**src/hdl/counter_defines.vh**
```
// constants shared by the up/down counter and its step logic
// assumes: included by bare name from every design file that needs it
`ifndef COUNTER_DEFINES_VH
`define COUNTER_DEFINES_VH

// ==========================================================
// register port widths
`define REG_ADDR_W        8
`define REG_DATA_W        8

// ==========================================================
// register offsets
`define ADDR_CTRL         8'h00
`define ADDR_STEP         8'h04
`define ADDR_STATE        8'h08
`define ADDR_IRQ_STATUS   8'h0c
`define ADDR_IRQ_MASK     8'h10

// ==========================================================
// control register fields and reset value
`define CTRL_DECIMAL      0
`define CTRL_PIN_EN       1
`define CTRL_RESET        8'h02

// step register field
`define STEP_GO           0

// state register fields
`define STATE_TC_N        4
`define STATE_ILLEGAL     5

// ==========================================================
// interrupt status and mask fields
`define IRQ_TC            0
`define IRQ_LOAD          1
`define IRQ_ILLEGAL       2
`define IRQ_W             3
`define IRQ_MASK_RESET    3'h0

// ==========================================================
// count values
`define COUNT_ZERO        4'h0
`define DEC_MAX           4'h9
`define BIN_MAX           4'hf
`define COUNT_RESET       4'h0

// ==========================================================
// pin synchroniser width and reset value (all inputs idle high)
`define SYNC_W            9
`define SYNC_RESET        9'h1ff

`endif

```
**src/hdl/count_step.v**
```verilog
// next count value for one step of the four-bit up/down counter
// assumes: purely combinational, used by the counter top level
`timescale 1ns/100ps
`include "counter_defines.vh"

module count_step (
  // present state and mode
  input  wire [3:0] state,
  input  wire       decimal,
  input  wire       up,
  // value after one count
  output reg  [3:0] next_state
);

  wire [3:0] plus_one;
  wire [3:0] minus_one;

  // four-bit arithmetic wraps by itself in binary mode
  assign plus_one  = state + 4'h1;
  assign minus_one = state - 4'h1;

  // ==========================================================
  // step decode
  always @* begin
    next_state = state;
    if (decimal) begin
      if (up) begin
        if (state == `DEC_MAX) begin
          next_state = `COUNT_ZERO;
        // odd unused state exits to zero
        end else if (state > `DEC_MAX) begin
          next_state = state[0] ? `COUNT_ZERO : plus_one;
        end else begin
          next_state = plus_one;
        end
      end else begin
        if (state == `COUNT_ZERO) begin
          next_state = `DEC_MAX;
        // even unused state exits to nine
        end else if (state > `DEC_MAX) begin
          next_state = state[0] ? minus_one : `DEC_MAX;
        end else begin
          next_state = minus_one;
        end
      end
    end else begin
      next_state = up ? plus_one : minus_one;
    end
  end

endmodule // count_step

```
**src/hdl/presettable_updown_counter.v**
```verilog
// four-stage presettable up/down counter, decimal or binary
// assumes: one 50 MHz clock, synchronous active-low reset, all
// counter pins asynchronous to clk, register master never waits
`timescale 1ns/100ps
`include "counter_defines.vh"

module presettable_updown_counter (
  // clock and reset
  input  wire                   clk,
  input  wire                   resetn,
  // counter pins
  input  wire                   count_clock,
  input  wire                   parallel_load_n,
  input  wire                   count_enable_par_n,
  input  wire                   count_enable_trickle_n,
  input  wire                   up_down,
  input  wire [3:0]             preset_inputs,
  output reg  [3:0]             count_outputs,
  output reg                    terminal_count_n,
  // register port
  input  wire [`REG_ADDR_W-1:0] reg_addr,
  input  wire [`REG_DATA_W-1:0] reg_wdata,
  input  wire                   reg_wr,
  input  wire                   reg_rd,
  output reg  [`REG_DATA_W-1:0] reg_rdata,
  // interrupt
  output reg                    irq
);

  // ==========================================================
  // decode helpers

  // terminal count decode from state, mode, direction, trickle
  function tc_active;
    input [3:0] st;
    input       dec;
    input       up;
    input       trickle_n;
    begin
      if (trickle_n) begin
        tc_active = 1'b0;
      end else if (up) begin
        // decimal: 9, 11, 13, 15 all have bits 0 and 3 set
        tc_active = dec ? (st[0] & st[3]) : (st == `BIN_MAX);
      end else begin
        tc_active = (st == `COUNT_ZERO);
      end
    end
  endfunction

  // state outside zero to nine while in decimal mode
  function illegal_state;
    input [3:0] st;
    input       dec;
    begin
      illegal_state = dec & (st > `DEC_MAX);
    end
  endfunction

  // ==========================================================
  // pin synchronisers
  wire [`SYNC_W-1:0] pin_raw;
  // reset image of the synchronisers, one bit per pin
  wire [`SYNC_W-1:0] sync_init = `SYNC_RESET;
  reg  [`SYNC_W-1:0] sync_meta;
  reg  [`SYNC_W-1:0] sync_pin;
  reg                clock_prev;

  assign pin_raw = {count_clock, parallel_load_n, count_enable_par_n,
                    count_enable_trickle_n, up_down, preset_inputs};

  // two flops per pin; only the second stage is used downstream
  genvar gi;
  generate
    for (gi = 0; gi < `SYNC_W; gi = gi + 1) begin : g_sync
      always @(posedge clk) begin
        if (!resetn) begin
          sync_meta[gi] <= sync_init[gi];
          sync_pin[gi]  <= sync_init[gi];
        end else begin
          sync_meta[gi] <= pin_raw[gi];
          sync_pin[gi]  <= sync_meta[gi];
        end
      end
    end
  endgenerate

  // all pins share the same delay, so data stays aligned with the edge
  wire       s_clock     = sync_pin[8];
  wire       s_load_n    = sync_pin[7];
  wire       s_cep_n     = sync_pin[6];
  wire       s_cet_n     = sync_pin[5];
  wire       s_up        = sync_pin[4];
  wire [3:0] s_preset    = sync_pin[3:0];

  // previous synchronised clock level, for rising edge detect
  always @(posedge clk) begin
    if (!resetn) begin
      clock_prev <= 1'b1;
    end else begin
      clock_prev <= s_clock;
    end
  end

  // ==========================================================
  // registers
  reg  [`REG_DATA_W-1:0] ctrl;
  reg  [`IRQ_W-1:0]      irq_status;
  reg  [`IRQ_W-1:0]      irq_mask;
  reg                    sw_step;
  reg  [`IRQ_W-1:0]      next_irq_status;
  reg  [`IRQ_W-1:0]      next_irq_mask;

  wire decimal_mode = ctrl[`CTRL_DECIMAL];
  wire pin_enable   = ctrl[`CTRL_PIN_EN];

  // address decode of writes
  wire wr_ctrl   = reg_wr & (reg_addr == `ADDR_CTRL);
  wire wr_step   = reg_wr & (reg_addr == `ADDR_STEP);
  wire wr_status = reg_wr & (reg_addr == `ADDR_IRQ_STATUS);
  wire wr_mask   = reg_wr & (reg_addr == `ADDR_IRQ_MASK);

  // ==========================================================
  // step enable: a pin edge or a software step, one cycle each
  // act only on the sampled count edge
  wire pin_edge = pin_enable & s_clock & ~clock_prev;
  wire step     = pin_edge | sw_step;

  // software step is registered so it acts one cycle after the write
  always @(posedge clk) begin
    if (!resetn) begin
      sw_step <= 1'b0;
    end else begin
      sw_step <= wr_step & reg_wdata[`STEP_GO];
    end
  end

  // ==========================================================
  // counter core
  wire [3:0] stepped;
  reg  [3:0] next_count;
  reg        load_done;

  count_step u_step (
    .state      (count_outputs),
    .decimal    (decimal_mode),
    .up         (s_up),
    .next_state (stepped)
  );

  // mode select: load, count, hold
  always @* begin
    next_count = count_outputs;
    load_done  = 1'b0;
    if (step) begin
      if (!s_load_n) begin
        next_count = s_preset;
        load_done  = 1'b1;
      end else if (!s_cep_n && !s_cet_n) begin
        next_count = stepped;
      end
    end
  end

  // ==========================================================
  // terminal count, registered so the output is glitch free
  // (taken from next_count, so it changes in the same cycle as the state it describes)
  wire next_tc_n;

  // end value with trickle low; no parallel enable term
  // unused odd decimal states also decode when counting up
  assign next_tc_n = ~tc_active(next_count, decimal_mode, s_up, s_cet_n);

  always @(posedge clk) begin
    if (!resetn) begin
      count_outputs    <= `COUNT_RESET;
      terminal_count_n <= 1'b1;
    end else begin
      count_outputs    <= next_count;
      terminal_count_n <= next_tc_n;
    end
  end

  // ==========================================================
  // events for the interrupt status
  wire [`IRQ_W-1:0] events;
  wire              now_illegal  = illegal_state(count_outputs, decimal_mode);
  wire              next_illegal = illegal_state(next_count, decimal_mode);

  assign events[`IRQ_TC]      = terminal_count_n & ~next_tc_n;
  assign events[`IRQ_LOAD]    = load_done;
  assign events[`IRQ_ILLEGAL] = next_illegal & ~now_illegal;

  // write one to clear; a new event in the same cycle wins
  always @* begin
    next_irq_status = irq_status;
    if (wr_status) begin
      next_irq_status = irq_status & ~reg_wdata[`IRQ_W-1:0];
    end
    next_irq_status = next_irq_status | events;
    next_irq_mask   = wr_mask ? reg_wdata[`IRQ_W-1:0] : irq_mask;
  end

  // control, status, mask and the level interrupt
  always @(posedge clk) begin
    if (!resetn) begin
      ctrl       <= `CTRL_RESET;
      irq_status <= {`IRQ_W{1'b0}};
      irq_mask   <= `IRQ_MASK_RESET;
      irq        <= 1'b0;
    end else begin
      if (wr_ctrl) begin
        ctrl <= reg_wdata & 8'h03;
      end
      irq_status <= next_irq_status;
      irq_mask   <= next_irq_mask;
      irq        <= |(next_irq_status & next_irq_mask);
    end
  end

  // ==========================================================
  // read port: data only in the cycle after the strobe
  reg [`REG_DATA_W-1:0] read_mux;

  always @* begin
    read_mux = 8'h00;
    if (reg_addr == `ADDR_CTRL) begin
      read_mux = ctrl;
    end else if (reg_addr == `ADDR_STATE) begin
      read_mux[3:0]            = count_outputs;
      read_mux[`STATE_TC_N]    = terminal_count_n;
      read_mux[`STATE_ILLEGAL] = now_illegal;
    end else if (reg_addr == `ADDR_IRQ_STATUS) begin
      read_mux[`IRQ_W-1:0] = irq_status;
    end else if (reg_addr == `ADDR_IRQ_MASK) begin
      read_mux[`IRQ_W-1:0] = irq_mask;
    end
  end

  // unmapped and step addresses read zero
  always @(posedge clk) begin
    if (!resetn) begin
      reg_rdata <= 8'h00;
    end else begin
      reg_rdata <= reg_rd ? read_mux : 8'h00;
    end
  end

endmodule // presettable_updown_counter

```
**config.mk**
```make
export PLATFORM = sky130hd
export DESIGN_NAME = presettable_updown_counter
export DESIGN_NICKNAME = d
export VERILOG_FILES = /design/src/hdl/count_step.v /design/src/hdl/presettable_updown_counter.v
export VERILOG_INCLUDE_DIRS = /design/src /design/src/hdl
export SDC_FILE = /design/constraint.sdc
export NUM_CORES = 1
export LEC_CHECK = 0
export BUFFER_PORTS_ARGS = -buffer_cell sky130_fd_sc_hd__buf_4
export CORE_MARGIN = 2
export CORE_UTILIZATION = 45
export DETAILED_ROUTE_END_ITERATION = 10
export PLACE_DENSITY = 0.71
export SLEW_MARGIN = 20
export SYNTH_ARGS = -nofsm -noshare
export SYNTH_HDL_FRONTEND = slang
export SYNTH_SLANG_ARGS = --single-unit
export TNS_END_PERCENT = 30
```
**constraint.sdc**
```tcl
create_clock -name clk -period 2.5 [get_ports clk]
set_clock_uncertainty 0.1 [all_clocks]
set_input_delay 0.375 -clock clk [delete_from_list [all_inputs] [get_ports clk]]
set_output_delay 0.375 -clock clk [all_outputs]
set_load 0.01 [all_outputs]
```
# Word level (Yosys, flattened, before mapping)
# Index checks and enable logic that the tools add are counted.
dict set report classes {
  n_eq_ne 6
  n_lt_le_gt_ge 2
  n_reduce_logical 10
  n_addsub 2
  n_mux 23
  bitwise 22
}
# op n
set op_table {}
lappend op_table {{$mux W4} 12}
lappend op_table {{$eq A8 B4 Y1 const B} 2}
lappend op_table {{$mux W3} 5}
lappend op_table {{$and A1 B1 Y1} 12}
lappend op_table {{$eq A4 B4 Y1 const B} 2}
lappend op_table {{$eq A8 B3 Y1 const B} 1}
lappend op_table {{$eq A8 B5 Y1 const B} 1}
lappend op_table {{$gt A4 B4 Y1 const B} 2}
lappend op_table {{$logic_not A4 Y1} 2}
lappend op_table {{$logic_not A8 Y1} 1}
lappend op_table {{$and A3 B3 Y3} 2}
lappend op_table {{$reduce_or A3 Y1} 2}
lappend op_table {{$mux W1} 5}
lappend op_table {{$not A1 Y1} 5}
lappend op_table {{$add A4 B1 Y4 const B} 1}
lappend op_table {{$sub A4 B1 Y4 const B} 1}
lappend op_table {{$not A3 Y3} 1}
lappend op_table {{$or A3 B3 Y3} 1}
lappend op_table {{$logic_not A1 Y1} 2}
lappend op_table {{$mux W2} 1}
lappend op_table {{$reduce_and A2 Y1} 1}
lappend op_table {{$reduce_or A2 Y1} 1}
lappend op_table {{$logic_and A1 B1 Y1} 1}
lappend op_table {{$or A1 B1 Y1} 1}
dict set report word_totals {
  elab_cells 94
  regBits 40
  output_inout_bits 14
  in_bits 29
}

# Depth between registers and ports, before layout
# Gate-level depths: netlist of the first run.
dict set report depth {
  ltp_word 17
  ltp_mapped 9
  mapped_depth_nobuf 9
}

# By module
# From an unflattened synthesis of the first run, not the netlist that was laid out.
dict set report hier_totals {
  hier_cells 231
  area_unflattened_um2 2040.7
}
# mod area_per_inst_um2 cells_per_inst instances
set by_module_without_submodules {}
lappend by_module_without_submodules {presettable_updown_counter 1681.6 177 1}
lappend by_module_without_submodules {count_step 359.1 54 1}

# Worst setup path after synthesis of the first run
# OpenSTA, ideal clock, no wires.
dict set report synth_path {
  kind {register to register}
  startpoint {reg count_outputs[0]}
  endpoint {reg terminal_count_n}
  arrival_time_ps 2515
  setup_slack_ps -240
  required_time_ps 2275
  setup_ps 125
  synth_period_minus_slack_ps 2740
  stages_incl_launch_ff 10
  cell_sequence {dfxtp_1 inv_1 ha_1 o21bai_1 or3b_1 a32o_1 a222oi_1 and3_2 a22oi_1 nand2b_1}
}
dict set report synth_between {
  elab_chain_len 14
}
# item line_no
set synth_rtl {}
lappend synth_rtl {{start, declared} presettable_updown_counter.v:18} ;# output reg [3:0] count_outputs,
lappend synth_rtl {{start signal, assigned} presettable_updown_counter.v:176} ;# count_outputs <= `COUNT_RESET;
lappend synth_rtl {{start signal, assigned} presettable_updown_counter.v:179} ;# count_outputs <= next_count;
lappend synth_rtl {{$sub A4 B1 Y4 / $add A4 B1 Y4 (equally long branches)} {count_step.v:20, count_step.v:19}}
lappend synth_rtl {{$mux W4, on equally long branches} --}
lappend synth_rtl {{$mux W4, on equally long branches} {count_step.v:40, count_step.v:31}}
lappend synth_rtl {{$mux W4, on equally long branches} {count_step.v:37, count_step.v:28}}
lappend synth_rtl {{$mux W4} count_step.v:27} ;# if (up) begin
lappend synth_rtl {{$mux W4} count_step.v:26} ;# if (decimal) begin
lappend synth_rtl {{$mux W4} presettable_updown_counter.v:159} ;# end else if (!s_cep_n && !s_cet_n) begin
lappend synth_rtl {{$mux W4} presettable_updown_counter.v:156} ;# if (!s_load_n) begin
lappend synth_rtl {{$mux W4 *} presettable_updown_counter.v:155} ;# if (step) begin
lappend synth_rtl {{$eq A4 B4 Y1 (no source line) / $and A1 B1 Y1 (equally long branches)} --}
lappend synth_rtl {{$mux W1} presettable_updown_counter.v:44} ;# tc_active = dec ? (st[0] & st[3]) : (st == `BIN_MAX);
lappend synth_rtl {{$mux W1 *} presettable_updown_counter.v:42} ;# end else if (up) begin
lappend synth_rtl {{$mux W1 *} presettable_updown_counter.v:40} ;# if (trickle_n) begin
lappend synth_rtl {{$not A1 Y1 *} presettable_updown_counter.v:172} ;# assign next_tc_n = ~tc_active(next_count, decimal_mode, s_up, s_cet_n);
lappend synth_rtl {{end signal, assigned} presettable_updown_counter.v:180} ;# terminal_count_n <= next_tc_n;
lappend synth_rtl {{end, declared} presettable_updown_counter.v:19} ;# output reg terminal_count_n,
# Mark *: on every way between the ends. The rest lies on a longest branch, timed or not.
# A chain may end at the register's enable or synchronous reset.

# Worst setup path in the final report of the first run
# Ends and elaborated chain as after synthesis.

==> metrics.txt, run 1 <==
status=complete, no violations; number of synthesized flops with an enable pin=0; Synth top area share=43.0%; Clock Path Buffers=2; CTS tree=built; Seq/Total Area, Yosys=43.0%; max_cap viols=0; FP Rows=23; gpl congestion=0.863; Crit Path Max Fanout=4; DR vias=1575; TritonCTS Buffers=5; Die Wd=68.3 um; clock slew at reported path FFs=0.08 ns; nature of the critical path startpoint=flip-flop; H-tree Lvls=2; initial core utilization=46.5%; final slew viol count=0; CTS sink cnt=40; crit path kind=reg -> reg; pwr dens=502 nW/um^2; Final min period=2.45 ns; share of cells above drive strength 1=30.7%; Yosys top cell by area=dfxtp_1; Ports=43; period utilization=97.9%; Area contributors post-synth=dfxtp_1 43%, nand2b_1 7.7%, mux2i_1 3.8%; Fill cells=375; total grt overflow=0; ys async rst share=0%; Worst EP arrival=2.58 ns; largest net degree at the start of global routing=29; Leakage=1.03 nW; r2r setup slk=0.05 ns; unrepaired setup endpoints after global routing=true; DR pass1 iterations=4; critical path buffer and inverter count=2; Synth Instances=202; final count of hold timing violations=0; synth unique cells=53; Die H=68.3 um; final WL=3.86 mm; die area=4660 um^2; Fmax=409 MHz; CP max stage cell=dfxtp_4; Nets=284; Worst Setup End Kind=flip-flop; ant diodes=0; Crit path max-delay family=compound AO/OA/AOI/OAI gates; VDD IR-drop max=0.000388 V; CTS root buf=clkbuf_8; Hold/Removal Path Class=in -> reg; First DRT Iteration DRCs=88; Setup WS post-layout=0.0533 ns; main flop type after synthesis=dfxtp_1; antenna-violating nets left=0; vias in the first global route=1322; critical path, cell by cell=inv_4 -> ha_4 -> o21bai_4 -> or3b_1 -> a32o_1 -> a222oi_1 -> buf_4 -> o21bai_1 -> a22oi_2 -> nand2b_4; Final Core Density=60.3%; hold buffers post-CTS=0; DRC errors left=0; Post-Syn Area=1860 um^2; Total GRT Usage=17.9%; Detailed Place HPWL=2.83 mm; total negative slack=0 ns; initial antenna violation count=0; dpl ws=-0.0922 ns; P&R area growth vs syn=29.7%; Avg Inst Size Synth=9.21 um^2; first-pass GRT wire length=6.22 mm; endpoints failing setup=0; CP Data Required Time=2.63 ns; IO Port Bufs=35; Skew-Pair Late Insertion Delay=0.29 ns; synth warn=0; core region area=4000 um^2; vias per cell=5.23; final hold slack=0.170 ns; synthesized flop and latch total=40; CP max stage delay=0.40 ns; Avg WL per Cell=12.8 um
## report_power, final
part | leakage, nW | switching (mW) | total [mW] | internal (mW)
Sequential | 0.328 | 0.00686 | 0.656 | 0.650
Clock | 0.0534 | 0.215 | 0.471 | 0.256
Combinational | 0.645 | 0.0374 | 0.0843 | 0.0470
Total | 1.03 | 0.259 | 1.21 | 0.952
## worst register-to-register path: cells and delay by family (launching register included)
kind | cells | cell delay [ns]
AOI/OAI and AO/OA | 5 | 0.98
and+or+nand+nor | 2 | 0.53
DFF | 1 | 0.40
buffers and inverters | 2 | 0.23
adders and majority gates | 1 | 0.16
## flip-flops by register name, summed over array words and instances, names as in the netlist
register,count
s_up,1
irq_status,3
clock_prev,1
reg_rdata,6
irq,1
irq_mask,3
terminal_count_n,1
ctrl,2
s_preset,4
s_cet_n,1
sw_step,1
s_clock,1
s_cep_n,1
s_load_n,1
count_outputs,4
sync_meta,9
## final timing paths
path / from / end / cells past startpoint
worst max-delay path: count_outputs[0]$_SDFF_PN0_ / terminal_count_n$_SDFF_PN1_ / 10
worst min-delay path: preset_inputs[2] / sync_meta[2]$_SDFF_PN1_ / 2
worst max register to register: count_outputs[0]$_SDFF_PN0_ / terminal_count_n$_SDFF_PN1_ / 10
worst min register to register: sync_meta[2]$_SDFF_PN1_ / s_preset[2]$_SDFF_PN1_ / 1
## stage by stage
step	instance area, um^2	instances	total power, mW
after detailed placement	2240	291	0.753
after global placement	2240	291	0.752
after floorplan	1890	203	0.714
final	2410	301	1.21
after global routing	2410	301	1.26
after CTS	2350	300	1.23
## metal layers
layer  GRT usage [%]  routed length [um]  part of all wire [%]  vias to the layer above
met5               0                   0                     0                        -
li1                -                   -                     -                      802
met3            5.76                 269                   7.0                        4
met2            26.0                1820                    47                       44
met4            5.25                  34                  0.88                        0
met1            25.3                1740                    45                      725
## synthesized netlist by cell type, types with 2 or more instances
| library cell | count |
|---|---|
| a211oi_1 | 2 |
| a21boi_0 | 2 |
| a21oi_1 | 7 |
| a22oi_1 | 3 |
| a31oi_1 | 2 |
| and2_1 | 4 |
| and3_2 | 2 |
| and3b_1 | 2 |
| buf_4 | 3 |
| clkbuf_1 | 4 |
| clkbuf_8 | 2 |
| dfxtp_1 | 40 |
| ha_1 | 5 |
| inv_1 | 7 |
| mux2i_1 | 7 |
| nand2_1 | 13 |
| nand2b_1 | 23 |
| nand3_1 | 4 |
| nand3b_1 | 2 |
| nor2_1 | 17 |
| nor3_1 | 9 |
| nor4_1 | 3 |
| o211ai_1 | 2 |
| o21ai_0 | 5 |
| o21bai_1 | 2 |
| xnor2_1 | 2 |
| xor2_1 | 2 |
## placed cells by master (no fill, tap or decap), drive strengths merged, types with 3 or more instances in the layout
| master | instances |
|---|---|
| a211oi | 3 |
| a21oi | 7 |
| a22oi | 3 |
| and2 | 4 |
| and3 | 3 |
| buf | 51 |
| clkbuf | 7 |
| dfxtp | 40 |
| ha | 5 |
| inv | 7 |
| mux2i | 7 |
| nand2 | 13 |
| nand2b | 23 |
| nand3 | 4 |
| nor2 | 17 |
| nor3 | 9 |
| nor4 | 3 |
| o21ai | 6 |
## cell type report
type                    count  area [um^2]  area share (%)
multi-input cells         145         1020            42.5
flip-flops and latches     40          808            33.5
repair buffers             51          387            16.0
clock buffers               7         97.6            4.04
well taps                  50         62.6            2.59
inverters                   7         28.8            1.19
clock inverters             1         5.00           0.207
## what timing repair did
action | CTS | global route
gates resized for setup | 1 | 8
endpoints found under the hold margin | 0 | 0
setup buffers | 1 | 1
setup endpoints to repair | 3 | 4
pin swaps | 1 | 7
## kinds of logic (layout without fill, tap and decap cells)
group | after synthesis | after routing | synth area share, %
xor gates and xnor gates | 4 | 4 | 1.88
adders and majority gates | 5 | 5 | 3.36
DFF | 40 | 40 | 43.0
and+or+nand+nor | 90 | 90 | 27.7
muxes | 7 | 7 | 3.77
buffers and inverters | 18 | 66 | 5.78
other | 1 | 2 | 0.202
AOI/OAI and AO/OA | 37 | 37 | 14.3
Note: power is estimated with default switching activity, not from simulation.
==> run 2: changes to the inputs <==
- clock period: 2.5 -> 2.1 ns (I/O delays scaled with it)
==> metrics.txt, run 2 (synthesis gave the netlist of run 1 again) <==
status=finished, violations left; failing checks=setup timing; Cell Count, Final, Fillers Out=320 (+6.3%); initial antenna violation count=0 (unchanged); Worst EP arrival=2.46 ns (-0.12 ns); clock slew at reported path FFs=0.08 ns (about the same); hold path depth=2 (unchanged); Final Core Density=63.2% (+2.9 points); GR Layer Usage met3=5.92% (+0.16 points); DR pass1 iterations=4 (unchanged); final count of hold timing violations=0 (unchanged); Avg WL per Cell=12.6 um (-1.4%); most frequent cells in the layout=71 x buf_4, 38 x dfxtp_1, 23 x nand2b_1; FP Rows=23 (unchanged); final WL=4.05 mm (+4.8%); Nets=304 (+7.0%); TritonCTS Buffers=5 (unchanged); Detailed Place HPWL=3.09 mm (+9.1%); Total GRT Usage=19.7% (+1.8 points); max_cap viols=0 (unchanged); antenna-violating nets left=0 (unchanged); most common cell after layout, fill and taps aside=buf_4; core region area=4000 um^2 (unchanged); Setup WS post-layout=-0.272 ns (-0.326 ns); final hold slack=0.106 ns (-0.0641 ns); worst hold path endpoint=sync_meta[3]$_SDFF_PN1_; r2r setup slk=-0.27 ns (-0.33 ns); VDD IR-drop max=0.000512 V (+32%); ant diodes=0 (unchanged); dpl ws=-0.390 ns (-0.298 ns); vias per cell=5.09 (-2.7%); die area=4660 um^2 (unchanged); pwr dens=543 nW/um^2 (+8.2%); First DRT Iteration DRCs=78 (-11%); met2 Use GR=31.4% (+5.5 points); CP Data Required Time=2.18 ns (-0.45 ns); DR vias=1629 (+3.4%); Worst Setup End Kind=flip-flop; Clock Path Buffers=2 (unchanged); CTS sink cnt=40 (unchanged); period utilization=113% (+15 points); IO Port Bufs=35 (unchanged); total negative slack=-0.992 ns (-0.992 ns); first-pass GRT wire length=6.67 mm (+7.2%); Die Wd=68.3 um (unchanged); Top Registers=sync_meta: 9 flops, reg_rdata: 6 flops; DRC errors left=0 (unchanged); number of flip-flops in the largest register=9 (unchanged); Top Usage Layer GRT=met2; nature of the critical path startpoint=flip-flop; largest net degree at the start of global routing=29 (unchanged); CTS root buf=clkbuf_8; Leakage=1.10 nW (+7.3%); share of cells above drive strength 1=36.3% (+5.6 points); Fill cells=365 (-2.7%); Die H=68.3 um (unchanged); most flop-heavy register=sync_meta; Hold/Removal Path Class=in -> reg; vias in the first global route=1529 (+16%); Fmax=422 MHz (+3.1%); Crit Path Max Fanout=4 (unchanged); Final min period=2.37 ns (-0.0743 ns); placed cells=311 (+6.9%); FF-to-FF End=terminal_count_n$_SDFF_PN1_; R2R cell count=10 (unchanged); P&R area growth vs syn=35.9%; final slew viol count=0 (unchanged); GR Util met1=25.3% (about the same); initial core utilization=46.5% (unchanged); gpl congestion=0.923 (+6.8%); hold_sp=preset_inputs[3]; Ports=43 (unchanged); Worst R2R Start=count_outputs[0]$_SDFF_PN0_; H-tree Lvls=2 (unchanged); unrepaired setup endpoints after global routing=true; crit path kind=reg -> reg; total grt overflow=0 (unchanged); CTS tree=built; endpoints failing setup=4 (+4); Skew-Pair Late Insertion Delay=0.29 ns (about the same)
-- run 2: where the power goes --
| part | switching, mW | leakage (nW) | internal (mW) |
|---|---|---|---|
| sequential | 0.00697 | 0.328 | 0.773 |
| clock | 0.255 | 0.0443 | 0.226 |
| combinational | 0.0481 | 0.729 | 0.0647 |
-- run 2: worst max-delay path, cell delays in order, from the launching register on --
cell and delay, ns:
dfxtp_4 0.39, inv_4 0.04, ha_4 0.17, o21bai_4 0.11
or3b_1 0.35, a32o_1 0.22, a222oi_1 0.31, buf_4 0.20
and3_4 0.17, a22oi_2 0.06, nand2b_1 0.15
-- run 2: stage by stage --
step,area (um^2),power [mW]
3_5_place_dp,2400,0.908
5_1_grt,2530,1.43
4_1_cts,2500,1.39
3_3_place_gp,2400,0.906
6_report,2530,1.37
2_1_floorplan,1900,0.850
-- run 2: metal layers --
| layer | share of wire, % | routed length (um) |
|---|---|---|
| met1 | 47 | 1880 |
| met5 | 0 | 0 |
| met3 | 4.7 | 190 |
| met4 | 0.91 | 37 |
| met2 | 48 | 1930 |
-- run 2: area by class of cell --
type / count / area (um^2) / area share (%)
tap: 50 / 62.6 / 2.47
multi-input combinational: 145 / 1010 / 40.1
clock buffer: 5 / 68.8 / 2.72
inverter: 7 / 31.3 / 1.24
timing repair buffer: 71 / 533 / 21.1
sequential: 40 / 808 / 32.0
clock inverter: 2 / 11.3 / 0.445
-- run 2: worst max path at each step --
stage | startpoint | end | slack (ns) | cells past startpoint
after floorplan | count_outputs[0]$_SDFF_PN0_ | terminal_count_n$_SDFF_PN1_ | -0.38 | 9
after global placement | reg_addr[0] | irq$_SDFF_PN0_ | -0.35 | 8
after detailed placement | reg_addr[0] | irq$_SDFF_PN0_ | -0.39 | 8
after CTS | count_outputs[0]$_SDFF_PN0_ | terminal_count_n$_SDFF_PN1_ | -0.26 | 10
after global routing | count_outputs[0]$_SDFF_PN0_ | irq$_SDFF_PN0_ | -0.43 | 10
final | count_outputs[0]$_SDFF_PN0_ | terminal_count_n$_SDFF_PN1_ | -0.27 | 10
-- run 2: what timing repair did --
| action | in CTS | in global routing |
|---|---|---|
| setup endpoints to repair | 5 | 5 |
| hold buffers | 0 | 0 |
| buffers inserted | 1 | 1 |
| resized for setup | 4 | 3 |
| pin swaps | 8 | 4 |
